<file path="src/common/umr_defs.svh">
`ifndef UMR_DEFS_SVH
`define UMR_DEFS_SVH

// modem control register bit positions
`define UMR_CTL_RTS_BIT 1
`define UMR_CTL_PINA_BIT 2
`define UMR_CTL_PINB_BIT 3
`define UMR_CTL_LOOP_BIT 4
// modem status register bit positions
`define UMR_MSR_RING_EDGE_BIT 2
`define UMR_MSR_RI_BIT 6
// reset values
`define UMR_CTL_RST 8'h00
`define UMR_MSR_RST 8'h00
// register addresses
`define UMR_ADDR_CTL 3'h4
`define UMR_ADDR_MSR 3'h6
// receiver clock is sixteen times the baud rate
`define UMR_RX_OVERSAMPLE 16

`endif

</file>
<file path="src/common/umr_pkg.sv">
package umr_pkg;

    // host read request captured on one clock
    typedef struct packed {
        logic sel;
        logic rd;
        logic [2:0] addr;
    } umr_rdreq_s;

    // pin levels toward the modem
    typedef struct packed {
        logic rts_n;
        logic pin_a_n;
        logic pin_b_n;
    } umr_modem_out_s;

    typedef enum logic [1:0] {
        UMR_RD_IDLE = 2'b00,
        UMR_RD_BUSY = 2'b01
    } umr_rdst_e;

endpackage : umr_pkg

</file>
<file path="src/core/umr_modem_pins.sv">
// What this block does
// - control bits 2,3 drive user pins low
// - reset and loop force user pins high
// - receiver timed from own 16x clock
// - selected read strobe places register on bus
// - msr bit 6 shows ring level
// - msr bit 2 flags ring rise
// - ring rise with enable raises interrupt
// - control bit 1 drives request-to-send low
// - reset and loop force request-to-send high
// - auto mode threshold deasserts request-to-send
// - select only when a, b high, low low
// - master reset clears registers and pins
`timescale 1ns/100ps
`default_nettype none
`include "umr_defs.svh"
module umr_modem_pins
    import umr_pkg::*;
(
    // clock and reset
    input wire logic CLK_SYS_IN,
    input wire logic SYS_RST_IN,
    input wire logic MASTER_RESET_INPUT_IN,
    // host bus pins
    input wire logic SELECT_HIGH_A_IN,
    input wire logic SELECT_HIGH_B_IN,
    input wire logic SELECT_LOW_IN,
    input wire logic READ_STROBE_LOW_ACTIVE_IN,
    input wire logic READ_STROBE_HIGH_ACTIVE_IN,
    input wire logic [2:0] ADDR_IN,
    output logic [7:0] DATA_OUT,
    output logic DATA_OE_OUT,
    // control register write from the write path
    input wire logic CTRL_WE_IN,
    input wire logic [7:0] CTRL_WDATA_IN,
    // receiver side controls
    input wire logic AUTO_RTS_EN_IN,
    input wire logic RX_THRESHOLD_HIT_IN,
    input wire logic MSI_EN_IN,
    input wire logic RX_CLK_IN,
    // modem pins
    input wire logic RING_IN,
    output logic RTS_N_OUT,
    output logic USER_PIN_A_N_OUT,
    output logic USER_PIN_B_N_OUT,
    // status
    output logic MODEM_IRQ_OUT,
    output logic RX_SAMPLE_TICK_OUT
);
    // pins from outside the clock domain, except the address, are synchronised first;
    // active-low pins go in inverted so that the synchroniser's
    // reset value of zero means idle and no false read follows reset
    logic [7:0] raw_w;
    logic [7:0] sync_w;
    assign raw_w = {SELECT_HIGH_A_IN, SELECT_HIGH_B_IN, ~SELECT_LOW_IN,
                    ~READ_STROBE_LOW_ACTIVE_IN, READ_STROBE_HIGH_ACTIVE_IN,
                    RING_IN, RX_CLK_IN, MASTER_RESET_INPUT_IN};

    umr_sync2 #(.W(8)) u_sync (
        .clk_in(CLK_SYS_IN),
        .rst_in(SYS_RST_IN),
        .d_in(raw_w),
        .q_out(sync_w)
    );

    // all synchronised levels below are active high
    logic sel_a_s, sel_b_s, sel_l_s, rd_l_s, rd_h_s, ring_s, rclk_s, mres_s;
    assign {sel_a_s, sel_b_s, sel_l_s, rd_l_s, rd_h_s, ring_s, rclk_s,
            mres_s} = sync_w;

    // address path is held stable by the host during a strobe
    logic [2:0] addr_r;
    always_ff @(posedge CLK_SYS_IN) begin
        if (SYS_RST_IN) addr_r <= 3'h0;
        else addr_r <= ADDR_IN;
    end

    // decode of select and strobes
    umr_rdreq_s req_w;
    logic any_rst_w;
    assign any_rst_w = SYS_RST_IN | mres_s;
    assign req_w.sel = sel_a_s & sel_b_s & sel_l_s;
    assign req_w.rd = rd_l_s | rd_h_s;
    assign req_w.addr = addr_r;

    // read cycle tracking; one clear per strobe, not per clock
    umr_rdst_e rd_st_r, rd_st_nxt;
    logic rd_act_w, rd_start_w, msr_rd_w;
    assign rd_act_w = req_w.sel & req_w.rd;
    assign rd_start_w = rd_act_w & (rd_st_r == UMR_RD_IDLE);
    assign msr_rd_w = rd_start_w & (req_w.addr == `UMR_ADDR_MSR);

    always_comb begin
        case (rd_st_r)
            UMR_RD_IDLE: rd_st_nxt = rd_act_w ? UMR_RD_BUSY : UMR_RD_IDLE;
            UMR_RD_BUSY: rd_st_nxt = rd_act_w ? UMR_RD_BUSY : UMR_RD_IDLE;
            default: rd_st_nxt = UMR_RD_IDLE;
        endcase
    end

    always_ff @(posedge CLK_SYS_IN) begin
        if (any_rst_w) rd_st_r <= UMR_RD_IDLE;
        else rd_st_r <= rd_st_nxt;
    end

    // modem control register
    logic [7:0] ctl_r;
    always_ff @(posedge CLK_SYS_IN) begin
        if (any_rst_w) ctl_r <= `UMR_CTL_RST;
        else if (CTRL_WE_IN) ctl_r <= CTRL_WDATA_IN;
    end

    logic loop_w;
    assign loop_w = ctl_r[`UMR_CTL_LOOP_BIT];

    // ring edge detect on the synchronised level only
    logic ring_d_r, ring_flag_r, ring_flag_nxt, ring_rise_w;
    assign ring_rise_w = ring_s & ~ring_d_r;
    // a rise in the same cycle as the read survives the clear
    assign ring_flag_nxt = ring_rise_w | (ring_flag_r & ~msr_rd_w);

    always_ff @(posedge CLK_SYS_IN) begin
        if (any_rst_w) begin
            ring_d_r <= 1'b0;
            ring_flag_r <= 1'b0;
        end else begin
            ring_d_r <= ring_s;
            ring_flag_r <= ring_flag_nxt;
        end
    end

    // status byte as read by the host; other bits belong elsewhere
    logic [7:0] msr_w;
    always_comb begin
        msr_w = `UMR_MSR_RST;
        msr_w[`UMR_MSR_RI_BIT] = ring_s;
        msr_w[`UMR_MSR_RING_EDGE_BIT] = ring_flag_r;
    end

    logic [7:0] rdata_w;
    assign rdata_w = (req_w.addr == `UMR_ADDR_MSR) ? msr_w :
                     (req_w.addr == `UMR_ADDR_CTL) ? ctl_r : 8'h00;

    // bus drive; data is captured once per strobe so the flag that the
    // read itself clears does not vanish from the bus mid-strobe
    always_ff @(posedge CLK_SYS_IN) begin
        if (any_rst_w) begin
            DATA_OUT <= 8'h00;
            DATA_OE_OUT <= 1'b0;
        end else begin
            if (rd_start_w) DATA_OUT <= rdata_w;
            DATA_OE_OUT <= rd_act_w;
        end
    end

    // pin levels: active low, forced high in loop mode
    umr_modem_out_s pins_w;
    logic rts_req_w;
    // auto mode lets the threshold win over software
    assign rts_req_w = ctl_r[`UMR_CTL_RTS_BIT] &
                       ~(AUTO_RTS_EN_IN & RX_THRESHOLD_HIT_IN);
    assign pins_w.rts_n = ~(rts_req_w & ~loop_w);
    assign pins_w.pin_a_n = ~(ctl_r[`UMR_CTL_PINA_BIT] & ~loop_w);
    assign pins_w.pin_b_n = ~(ctl_r[`UMR_CTL_PINB_BIT] & ~loop_w);

    always_ff @(posedge CLK_SYS_IN) begin
        if (any_rst_w) begin
            RTS_N_OUT <= 1'b1;
            USER_PIN_A_N_OUT <= 1'b1;
            USER_PIN_B_N_OUT <= 1'b1;
        end else begin
            RTS_N_OUT <= pins_w.rts_n;
            USER_PIN_A_N_OUT <= pins_w.pin_a_n;
            USER_PIN_B_N_OUT <= pins_w.pin_b_n;
        end
    end

    // interrupt follows flag while enabled
    always_ff @(posedge CLK_SYS_IN) begin
        if (any_rst_w) MODEM_IRQ_OUT <= 1'b0;
        else MODEM_IRQ_OUT <= MSI_EN_IN & ring_flag_nxt;
    end

    // receiver 16x clock: one tick per rising edge; limited to below 5 MHz
    logic rclk_d_r;
    always_ff @(posedge CLK_SYS_IN) begin
        if (any_rst_w) begin
            rclk_d_r <= 1'b0;
            RX_SAMPLE_TICK_OUT <= 1'b0;
        end else begin
            rclk_d_r <= rclk_s;
            RX_SAMPLE_TICK_OUT <= rclk_s & ~rclk_d_r;
        end
    end
endmodule : umr_modem_pins
`default_nettype wire

</file>
<file path="src/core/umr_sync2.sv">
`timescale 1ns/100ps
`default_nettype none
// two-stage synchroniser for a bus of levels
module umr_sync2 #(
    parameter int W = 1
) (
    input wire logic clk_in,
    input wire logic rst_in,
    input wire logic [W-1:0] d_in,
    output logic [W-1:0] q_out
);
    logic [W-1:0] meta_r;

    // first stage read only by the second
    always_ff @(posedge clk_in) begin
        if (rst_in) begin
            meta_r <= '0;
            q_out <= '0;
        end else begin
            meta_r <= d_in;
            q_out <= meta_r;
        end
    end
endmodule : umr_sync2
`default_nettype wire

</file>
<file path="config.mk">
export PLATFORM = sky130hd
export DESIGN_NAME = umr_modem_pins
export DESIGN_NICKNAME = d
export VERILOG_FILES = /design/src/common/umr_pkg.sv /design/src/core/umr_modem_pins.sv /design/src/core/umr_sync2.sv
export VERILOG_INCLUDE_DIRS = /design/src /design/src/common
export SDC_FILE = /design/constraint.sdc
export NUM_CORES = 1
export LEC_CHECK = 0
export ABC_AREA = 1
export BUFFER_PORTS_ARGS = -buffer_cell sky130_fd_sc_hd__buf_2
export CAP_MARGIN = 20
export CORE_MARGIN = 2
export CORE_UTILIZATION = 43
export CTS_CLUSTER_SIZE = 12
export DETAILED_ROUTE_END_ITERATION = 7
export PLACE_DENSITY = 0.78
export REMOVE_ABC_BUFFERS = 1
export SLEW_MARGIN = 0
export SYNTH_ARGS = -nofsm -noshare
export SYNTH_HDL_FRONTEND = slang
export SYNTH_HIERARCHICAL = 1
export SYNTH_SLANG_ARGS = --single-unit
</file>
<file path="constraint.sdc">
create_clock -name CLK_SYS_IN -period 1.25 [get_ports CLK_SYS_IN]
set_input_delay 0.25 -clock CLK_SYS_IN [delete_from_list [all_inputs] [get_ports CLK_SYS_IN]]
set_output_delay 0.25 -clock CLK_SYS_IN [all_outputs]
set_load 0.005 [all_outputs]
</file>
Word level (Yosys, flattened, before mapping):

Index checks and enable logic that the tools add are counted.
Widths: inputs -> output; s select.

* register bits: 46
* input bits: 25
* output and inout bits: 14
* logic and storage cells: 52

* reductions and logical operators: 3
* muxes and demuxes: 3
* eq/ne operators: 3
* bitwise operators: 28

Operator list (number)
* $mux 8: 2
* $and 1x1->1: 14
* $not 1->1: 11
* $eq 3x3->1 const B: 2
* $reduce_or 2->1: 2
* $or 1x1->1: 3
* $eq 2x1->1 const B: 1
* $logic_not 2->1: 1
* $mux 1: 1

Logic depth before layout (Yosys ltp):

Gate-level depths: netlist of run 1.

* depth in word-level cells: 9
* mapped depth: 6
* gate-level depth less buffers: 6

Cells and area by module:

Netlist of run 1, hierarchy kept.

By module, submodules not included
* umr_modem_pins: area each 1067.3 µm², cells an instance 132, instances 1
* umr_sync2: area each 474.2 µm², cells an instance 50, instances 1

Worst setup path before layout of run 1:

No wires, ideal clock.

* path type: reg-to-reg
* from: reg u_sync.q_out[5]
* to: reg DATA_OUT[2]
* period minus slack after synthesis: 904 ps
* arrival: 838 ps
* cell stages (with the launch flop): 5
* slack: 346 ps
* cells stage by stage: dfxtp_1 > nand3_2 > nor3_4 > nand2_1 > a21oi_2

* longest elaborated chain between the ends: 3

Ends and longest elaborated chain
* start, declared: RTL line umr_sync2.sv:10 `output logic [W-1:0] q_out`
* start signal, assigned: RTL line umr_sync2.sv:21 `q_out <= meta_r;`
* $and 1x1->1: RTL line umr_modem_pins.sv:82 `assign req_w.sel = sel_a_s & sel_b_s & sel_l_s;`
* $and 1x1->1: RTL line umr_modem_pins.sv:89 `assign rd_act_w = req_w.sel & req_w.rd;`
* $and 1x1->1: RTL line umr_modem_pins.sv:90 `assign rd_start_w = rd_act_w & (rd_st_r == UMR_RD_IDLE);`
* end signal, assigned: RTL line umr_modem_pins.sv:151 `if (rd_start_w) DATA_OUT <= rdata_w;`
* end, declared: RTL line umr_modem_pins.sv:31 `output logic [7:0] DATA_OUT,`

Every way passes these cells.
A chain may end at the register's enable or synchronous reset.

Final worst setup path of run 1:

* from: reg DATA_OE_OUT
* to: out DATA_OE_OUT

RTL lines
* start, declared: RTL line umr_modem_pins.sv:32 `output logic DATA_OE_OUT,`
* start signal, assigned: RTL line umr_modem_pins.sv:152 `DATA_OE_OUT <= rd_act_w;`

No word-level cell between the ends.

==> summary.txt, run 1 <==
Status: complete, no violations
Routed len/inst: 9.136 um
Final core utilization: 0.5434
CP max stage delay: 410 ps
Antenna-violating nets left: 0
Worst vdd ir: 787.4 uV
Total gr overflow: 0
Compound-Gate Fraction of Synth Area: 0.08523
Power Dens Cells: 1353 mW/mm^2
Area occupied by multi-input gates: 479.2 um^2
Synth async-reset ratio: 0
Synth Cell Area: 0.001541 mm^2
TritonCTS buffer count: 5
Switching share of power: 0.2208
Yosys reg bits: 44
Hold Path Class: input port to flip-flop
Worst path buffer plus inverter count: 1
Drt pass-1 iters: 4
CP max-delay cell: dfxtp_1
Port bufs: 38
Die Area: 0.004080 mm^2
Crit-path cells: buf_2
Setup TNS Final: 0 ps
Combinational share of power: 0.065
Distinct cells, synth: 19
Final period util: 0.9227
Remaining DRCs: 0
Final Setup Violations: 0
Post-Route M1 WL: 1070 um
# diodes: 0
Initial antenna violation count: 0
Post-DP HPWL: 1879 um
CP required: 1000 ps
Seq. cell area: 880.8 um^2
Post-layout nets: 250
Mean Syn Cell Area: 8.470 um^2
Via count: 1,166
Predominant post-synthesis flop cell: dfxtp_1
First-pass GRT wire length: 4381 um
Layout cells sized above 1: 0.2788
Worst Skew: 7.371 ps
Gpl congestion: 0.8088
Hold Buf Count CTS: 0
Int Pwr: 1.941 mW
Met3 WL post-DR: 147 um
Met2 wire len: 1239 um
CTS Buffer Depth: 2
CP Class: flip-flop to primary output
Die W: 63.88 um
CTS clk-pin slew, worst paths: 120 ps
Root buffer cell: clkbuf_4
Core area: 0.003390 mm^2
Post-Synth Simple-Gate Area: 0.2256
Largest net degree at the start of global routing: 20
Warnings, synthesis: 6
WP data arrival: 900 ps
P_sw: 0.5501 mW
Gr usage total: 0.1403
Num ports: 39
Reg power frac: 0.593
Post-synth EDFFs: 0
Relative slew slack: 0.7745
Mux cell area share after synthesis: 0
Clk sink count: 44
Static Leak: 0.8401 nW
Area grow syn2layout: 19.48%
CP delay by family, top: flip-flops
Syn Inst Count: 182
Vias in the first global route: 1,043
Rows: 21
Pins over their slew limit: 0
Initial DRC count: 46
Crit path max fanout: 3
Via density: 4.287
Final hold violations: 0
H-Tree Depth: 2
CP Capture Type: primary output
Worst-Margin Slew: 337.9 ps
Initial Util: 0.4548
Top sig layer: met4
Clock power share: 0.342
MaxCap Viol Count: 0
Die Y: 63.88 um
XOR/XNOR Fraction of Synth Area: 0
Fillers: 330
Startpoint types: flip-flop
Adder-cell share of the synthesized area: 0
Post-cts sizing count: 0
RSZ-0062 raised after global routing: no
Tmin final: 1153 ps
Sequential-to-total area share from yosys stat: 0.5714
Largest family of logic cells by synthesized area: simple AND/OR/NAND/NOR gates
Maximum operating frequency: 867.0 MHz
Post-CTS setup buffers: 0
Wirelength, routed: 2485 um
Worst-Skew Late Latency: 350 ps
CTS tree: yes
[power by group through the flow]
| stage | sequential [mW] | clock, mW | combinational [mW] |
|---|---|---|---|
| final | 1.48 | 0.852 | 0.162 |
| after global routing | 1.48 | 0.947 | 0.192 |
| after detailed placement | 1.51 | 0 | 0.165 |
| after global placement | 1.51 | 0 | 0.161 |
| after CTS | 1.48 | 0.874 | 0.165 |
| after floorplan | 1.51 | 0 | 0.0894 |
[cell usage in the layout, fill, tap and decap left out, types with 4 or more instances in the layout]
master / Yosys / routed
inv_1: 36 / 36
nand4_1: 4 / 4
nor2_2: 5 / 5
dfxtp_1: 44 / 44
a21oi_1: 15 / 15
nand2_1: 29 / 29
o21ai_0: 6 / 6
nor2_1: 26 / 26
buf_2: 1 / 38
clkbuf_4: 0 / 5
[path summary, 6_finish.rpt]
path,startpoint,end,slack (ps),cells past startpoint
worst max-delay path,DATA_OE_OUT$_SDFF_PP0_,DATA_OE_OUT,100,1
worst max register to register,u_sync/q_out[7]$_SDFF_PP0_,DATA_OUT[0]$_SDFFE_PP0P_,170,4
worst min-delay path,SELECT_HIGH_B_IN,u_sync/meta_r[6]$_SDFF_PP0_,90,3
worst min register to register,rclk_d_r$_SDFF_PP0_,RX_SAMPLE_TICK_OUT$_SDFF_PP0_,400,1
[per-stage QoR]
step	power (mW)	instance area (um^2)	setup WS [ps]	instances	hold slack, ps
2_1_floorplan	1.595	1499	337.2	178	316.9
3_3_place_gp	1.668	1762	227.8	264	371.4
3_5_place_dp	1.675	1762	148.6	264	371.3
4_1_cts	2.517	1842	79.83	272	75.07
5_1_grt	2.623	1842	20.61	272	62.57
6_report	2.491	1842	96.60	272	85.45
[logic make-up after synthesis]
kind of cell,after synthesis
AND/OR/NAND/NOR,73
AO/OA/AOI/OAI,24
buffers and inverters,41
flip-flops,44
[worst register-to-register path, stage by stage, from the launching register on]
cell and delay [ps]:
dfxtp_1 350, nand3_2 120, nor3_4 290, nand2_1 100
a21oi_1 160
[area by class of cell]
type,count,share of cell area
Clock inverter,3,0.02310
Tap cell,46,0.03125
Sequential cell,44,0.4783
Timing Repair Buffer,40,0.1114
Clock buffer,5,0.02038
Multi-Input combinational cell,97,0.2602
Inverter,37,0.07541
[synth_stat cells, types with 3 or more instances]
library cell | n | area, um^2
o21ai_0 | 6 | 30.03
a21oi_2 | 3 | 26.28
nor2_2 | 5 | 31.28
nand4_1 | 4 | 25.02
dfxtp_1 | 44 | 880.8
nor2_1 | 26 | 97.59
nand2_1 | 29 | 108.9
a21oi_1 | 15 | 75.07
inv_1 | 36 | 135.1
[registers in the layout, indices dropped and copies added, names as in the netlist]
signal / cells
DATA_OUT: 8
ctl_r: 8
u_sync/meta_r: 8
u_sync/q_out: 8
addr_r: 3
DATA_OE_OUT: 1
MODEM_IRQ_OUT: 1
RTS_N_OUT: 1
RX_SAMPLE_TICK_OUT: 1
USER_PIN_A_N_OUT: 1
USER_PIN_B_N_OUT: 1
rclk_d_r: 1
ring_d_r: 1
ring_flag_r: 1
[layer usage]
metal	track usage	up-vias
met4	0.05707	0
met3	0.06338	4
li1	-	632
met1	0.1585	504
met5	0	-
met2	0.2292	26
No activity file was read; power rests on OpenSTA's default activity.
==> run 2, diff against run 1 <==
--- a/config.mk
+++ b/config.mk
@@ -15,7 +15,6 @@
 export DETAILED_ROUTE_END_ITERATION = 7
 export PLACE_DENSITY = 0.78
 export REMOVE_ABC_BUFFERS = 1
-export SLEW_MARGIN = 0
 export SYNTH_ARGS = -nofsm -noshare
 export SYNTH_HDL_FRONTEND = slang
 export SYNTH_HIERARCHICAL = 1
==> constraint.sdc (replaced) <==
create_clock -name CLK_SYS_IN -period 1.2 [get_ports CLK_SYS_IN]
set_input_delay 0.24 -clock CLK_SYS_IN [delete_from_list [all_inputs] [get_ports CLK_SYS_IN]]
set_output_delay 0.24 -clock CLK_SYS_IN [all_outputs]
set_load 0.005 [all_outputs]
==> run 2 against run 1 <==
Non-clock buffer count stayed put. Hold slack got worse by 2.6 ps. Final cell count is the same. Combinational power grew 5%. Routed wire length down 3.7%. Critical path depth unchanged. Total power grew 6.9%. Die area unchanged. Via count decreased by 0.94%. Flip-flop and latch count is the same. Sequential share of layout area down 0.22 points. Critical path type unchanged. Critical endpoint unchanged. Largest power group unchanged.
==> summary.txt, run 2 (synthesis results as in run 1) <==
Area grow syn2layout: 20.21%
Int Pwr: 2.087 mW
Switching share of power: 0.2164
Reg power frac: 0.578
Worst Skew: 8.878 ps
Post-CTS setup buffers: 0
CTS tree: yes
Gr usage total: 0.1382
# diodes: 0
Initial antenna violation count: 0
Final Setup Violations: 0
Seq. cell area: 882.1 um^2
Area occupied by multi-input gates: 479.2 um^2
Post-DP HPWL: 1789 um
Flop2flop setup slack: 150 ps
Worst vdd ir: 882.4 uV
Total gr overflow: 0
Worst reg2reg path startpoint: u_sync/q_out[5]$_SDFF_PP0_
Startpoint types: flip-flop
CP max-delay cell: dfxtp_2
Die W: 63.88 um
CP Capture Type: primary output
Clock power share: 0.358
Die Area: 0.004080 mm^2
Final period util: 0.9059
Largest net degree at the start of global routing: 20
Crit-path cells: buf_2
FF-to-FF path depth: 4
Drt pass-1 iters: 4
Hold Buf Count CTS: 0
Worst-Skew Late Latency: 350 ps
Power Dens Cells: 1437 mW/mm^2
Initial Util: 0.4548
Crit path max fanout: 3
Initial DRC count: 34
Setup TNS Final: 0 ps
Tmin final: 1087 ps
Worst hold start: RX_CLK_IN
Via density: 4.246
P_sw: 0.5763 mW
Core area: 0.003390 mm^2
WP data arrival: 850 ps
Relative slew slack: 0.7654
Final hold violations: 0
Worst-Margin Slew: 351.5 ps
TritonCTS buffer count: 5
Pre-CTS WS: 131.4 ps
Fillers: 315
Fin cells: 272
Layout cells sized above 1: 0.2832
CP max stage delay: 380 ps
CP delay by family, top: flip-flops
RSZ-0062 raised after global routing: no
Worst path buffer plus inverter count: 1
Dpl cells: 264
CP Class: flip-flop to primary output
First-pass GRT wire length: 4278 um
Worst Hold Path EP: u_sync/meta_r[1]$_SDFF_PP0_
Root buffer cell: clkbuf_4
Hold path cells: 3
Rows: 21
Die Y: 63.88 um
Port bufs: 38
CP required: 960 ps
Remaining DRCs: 0
Post-cts sizing count: 0
Status: complete, no violations
Gpl congestion: 0.7841
R2R Path End: DATA_OUT[2]$_SDFFE_PP0P_
Wirelength, routed: 2394 um
CTS Buffer Depth: 2
Most common cell after layout, fill and taps aside: dfxtp_1
CTS clk-pin slew, worst paths: 120 ps
H-Tree Depth: 2
Num ports: 39
Static Leak: 0.8479 nW
Slack of the critical path: 112.9 ps
Hold Path Class: input port to flip-flop
Clk sink count: 44
Routed len/inst: 8.801 um
Combinational share of power: 0.064
MaxCap Viol Count: 0
Vias in the first global route: 1,039
Via count: 1,155
Maximum operating frequency: 919.9 MHz
Pins over their slew limit: 0
Antenna-violating nets left: 0
Most frequent cells in the layout: dfxtp_1 (43), buf_2 (38), inv_1 (36)
Post-layout nets: 250
[run 2: cell count changes in the layout (fill, tap and decap cells not counted), sizes merged]
cell and change:
clkinvlp -1, clkbuf +1
[run 2: routing by layer]
| metal | routed length (um) | vias to the layer above | global-route usage |
|---|---|---|---|
| met4 | 32 | 0 | 0.04891 |
| met3 | 153 | 4 | 0.06338 |
| met2 | 1183 | 32 | 0.2396 |
| li1 | - | 629 | - |
| met1 | 1025 | 490 | 0.1463 |
| met5 | 0 | - | 0 |
[run 2: worst max path at each step]
stage                               startpoint  cells after the start                  endpoint
global route        u_sync/q_out[7]$_SDFF_PP0_                      4  DATA_OUT[2]$_SDFFE_PP0P_
finish                  DATA_OE_OUT$_SDFF_PP0_                      1               DATA_OE_OUT
global placement                    SYS_RST_IN                      6  MODEM_IRQ_OUT$_SDFF_PP0_
CTS                     DATA_OE_OUT$_SDFF_PP0_                      1               DATA_OE_OUT
floorplan           u_sync/q_out[0]$_SDFF_PP0_                      5  MODEM_IRQ_OUT$_SDFF_PP0_
detailed placement                  SYS_RST_IN                      6  MODEM_IRQ_OUT$_SDFF_PP0_
[run 2: final cells by class]
cell class / count / area share
Clock inverter: 2 / 0.02093
Inverter: 37 / 0.07495
Multi-Input combinational cell: 97 / 0.2586
Timing Repair Buffer: 40 / 0.1107
Sequential cell: 44 / 0.4760
Tap cell: 46 / 0.03106
Clock buffer: 6 / 0.02768
[run 2: through the flow]
stage / util / hold slack, ps / cell area (um^2) / total power [mW]
detailed placement: 0.5197 / 372.0 / 1762 / 1.743
global route: 0.5467 / 46.52 / 1853 / 2.807
finish: 0.5467 / 82.90 / 1853 / 2.663
global placement: 0.5197 / 372.0 / 1762 / 1.738
CTS: 0.5463 / 68.99 / 1852 / 2.690
floorplan: - / 306.9 / 1499 / 1.661
[run 2: power groups by stage]
stage,combinational [mW],sequential [mW],clock (mW)
final,0.170,1.54,0.955
after global routing,0.198,1.55,1.06
after CTS,0.172,1.54,0.979
after detailed placement,0.171,1.57,0
after global placement,0.167,1.57,0
after floorplan,0.0931,1.57,0
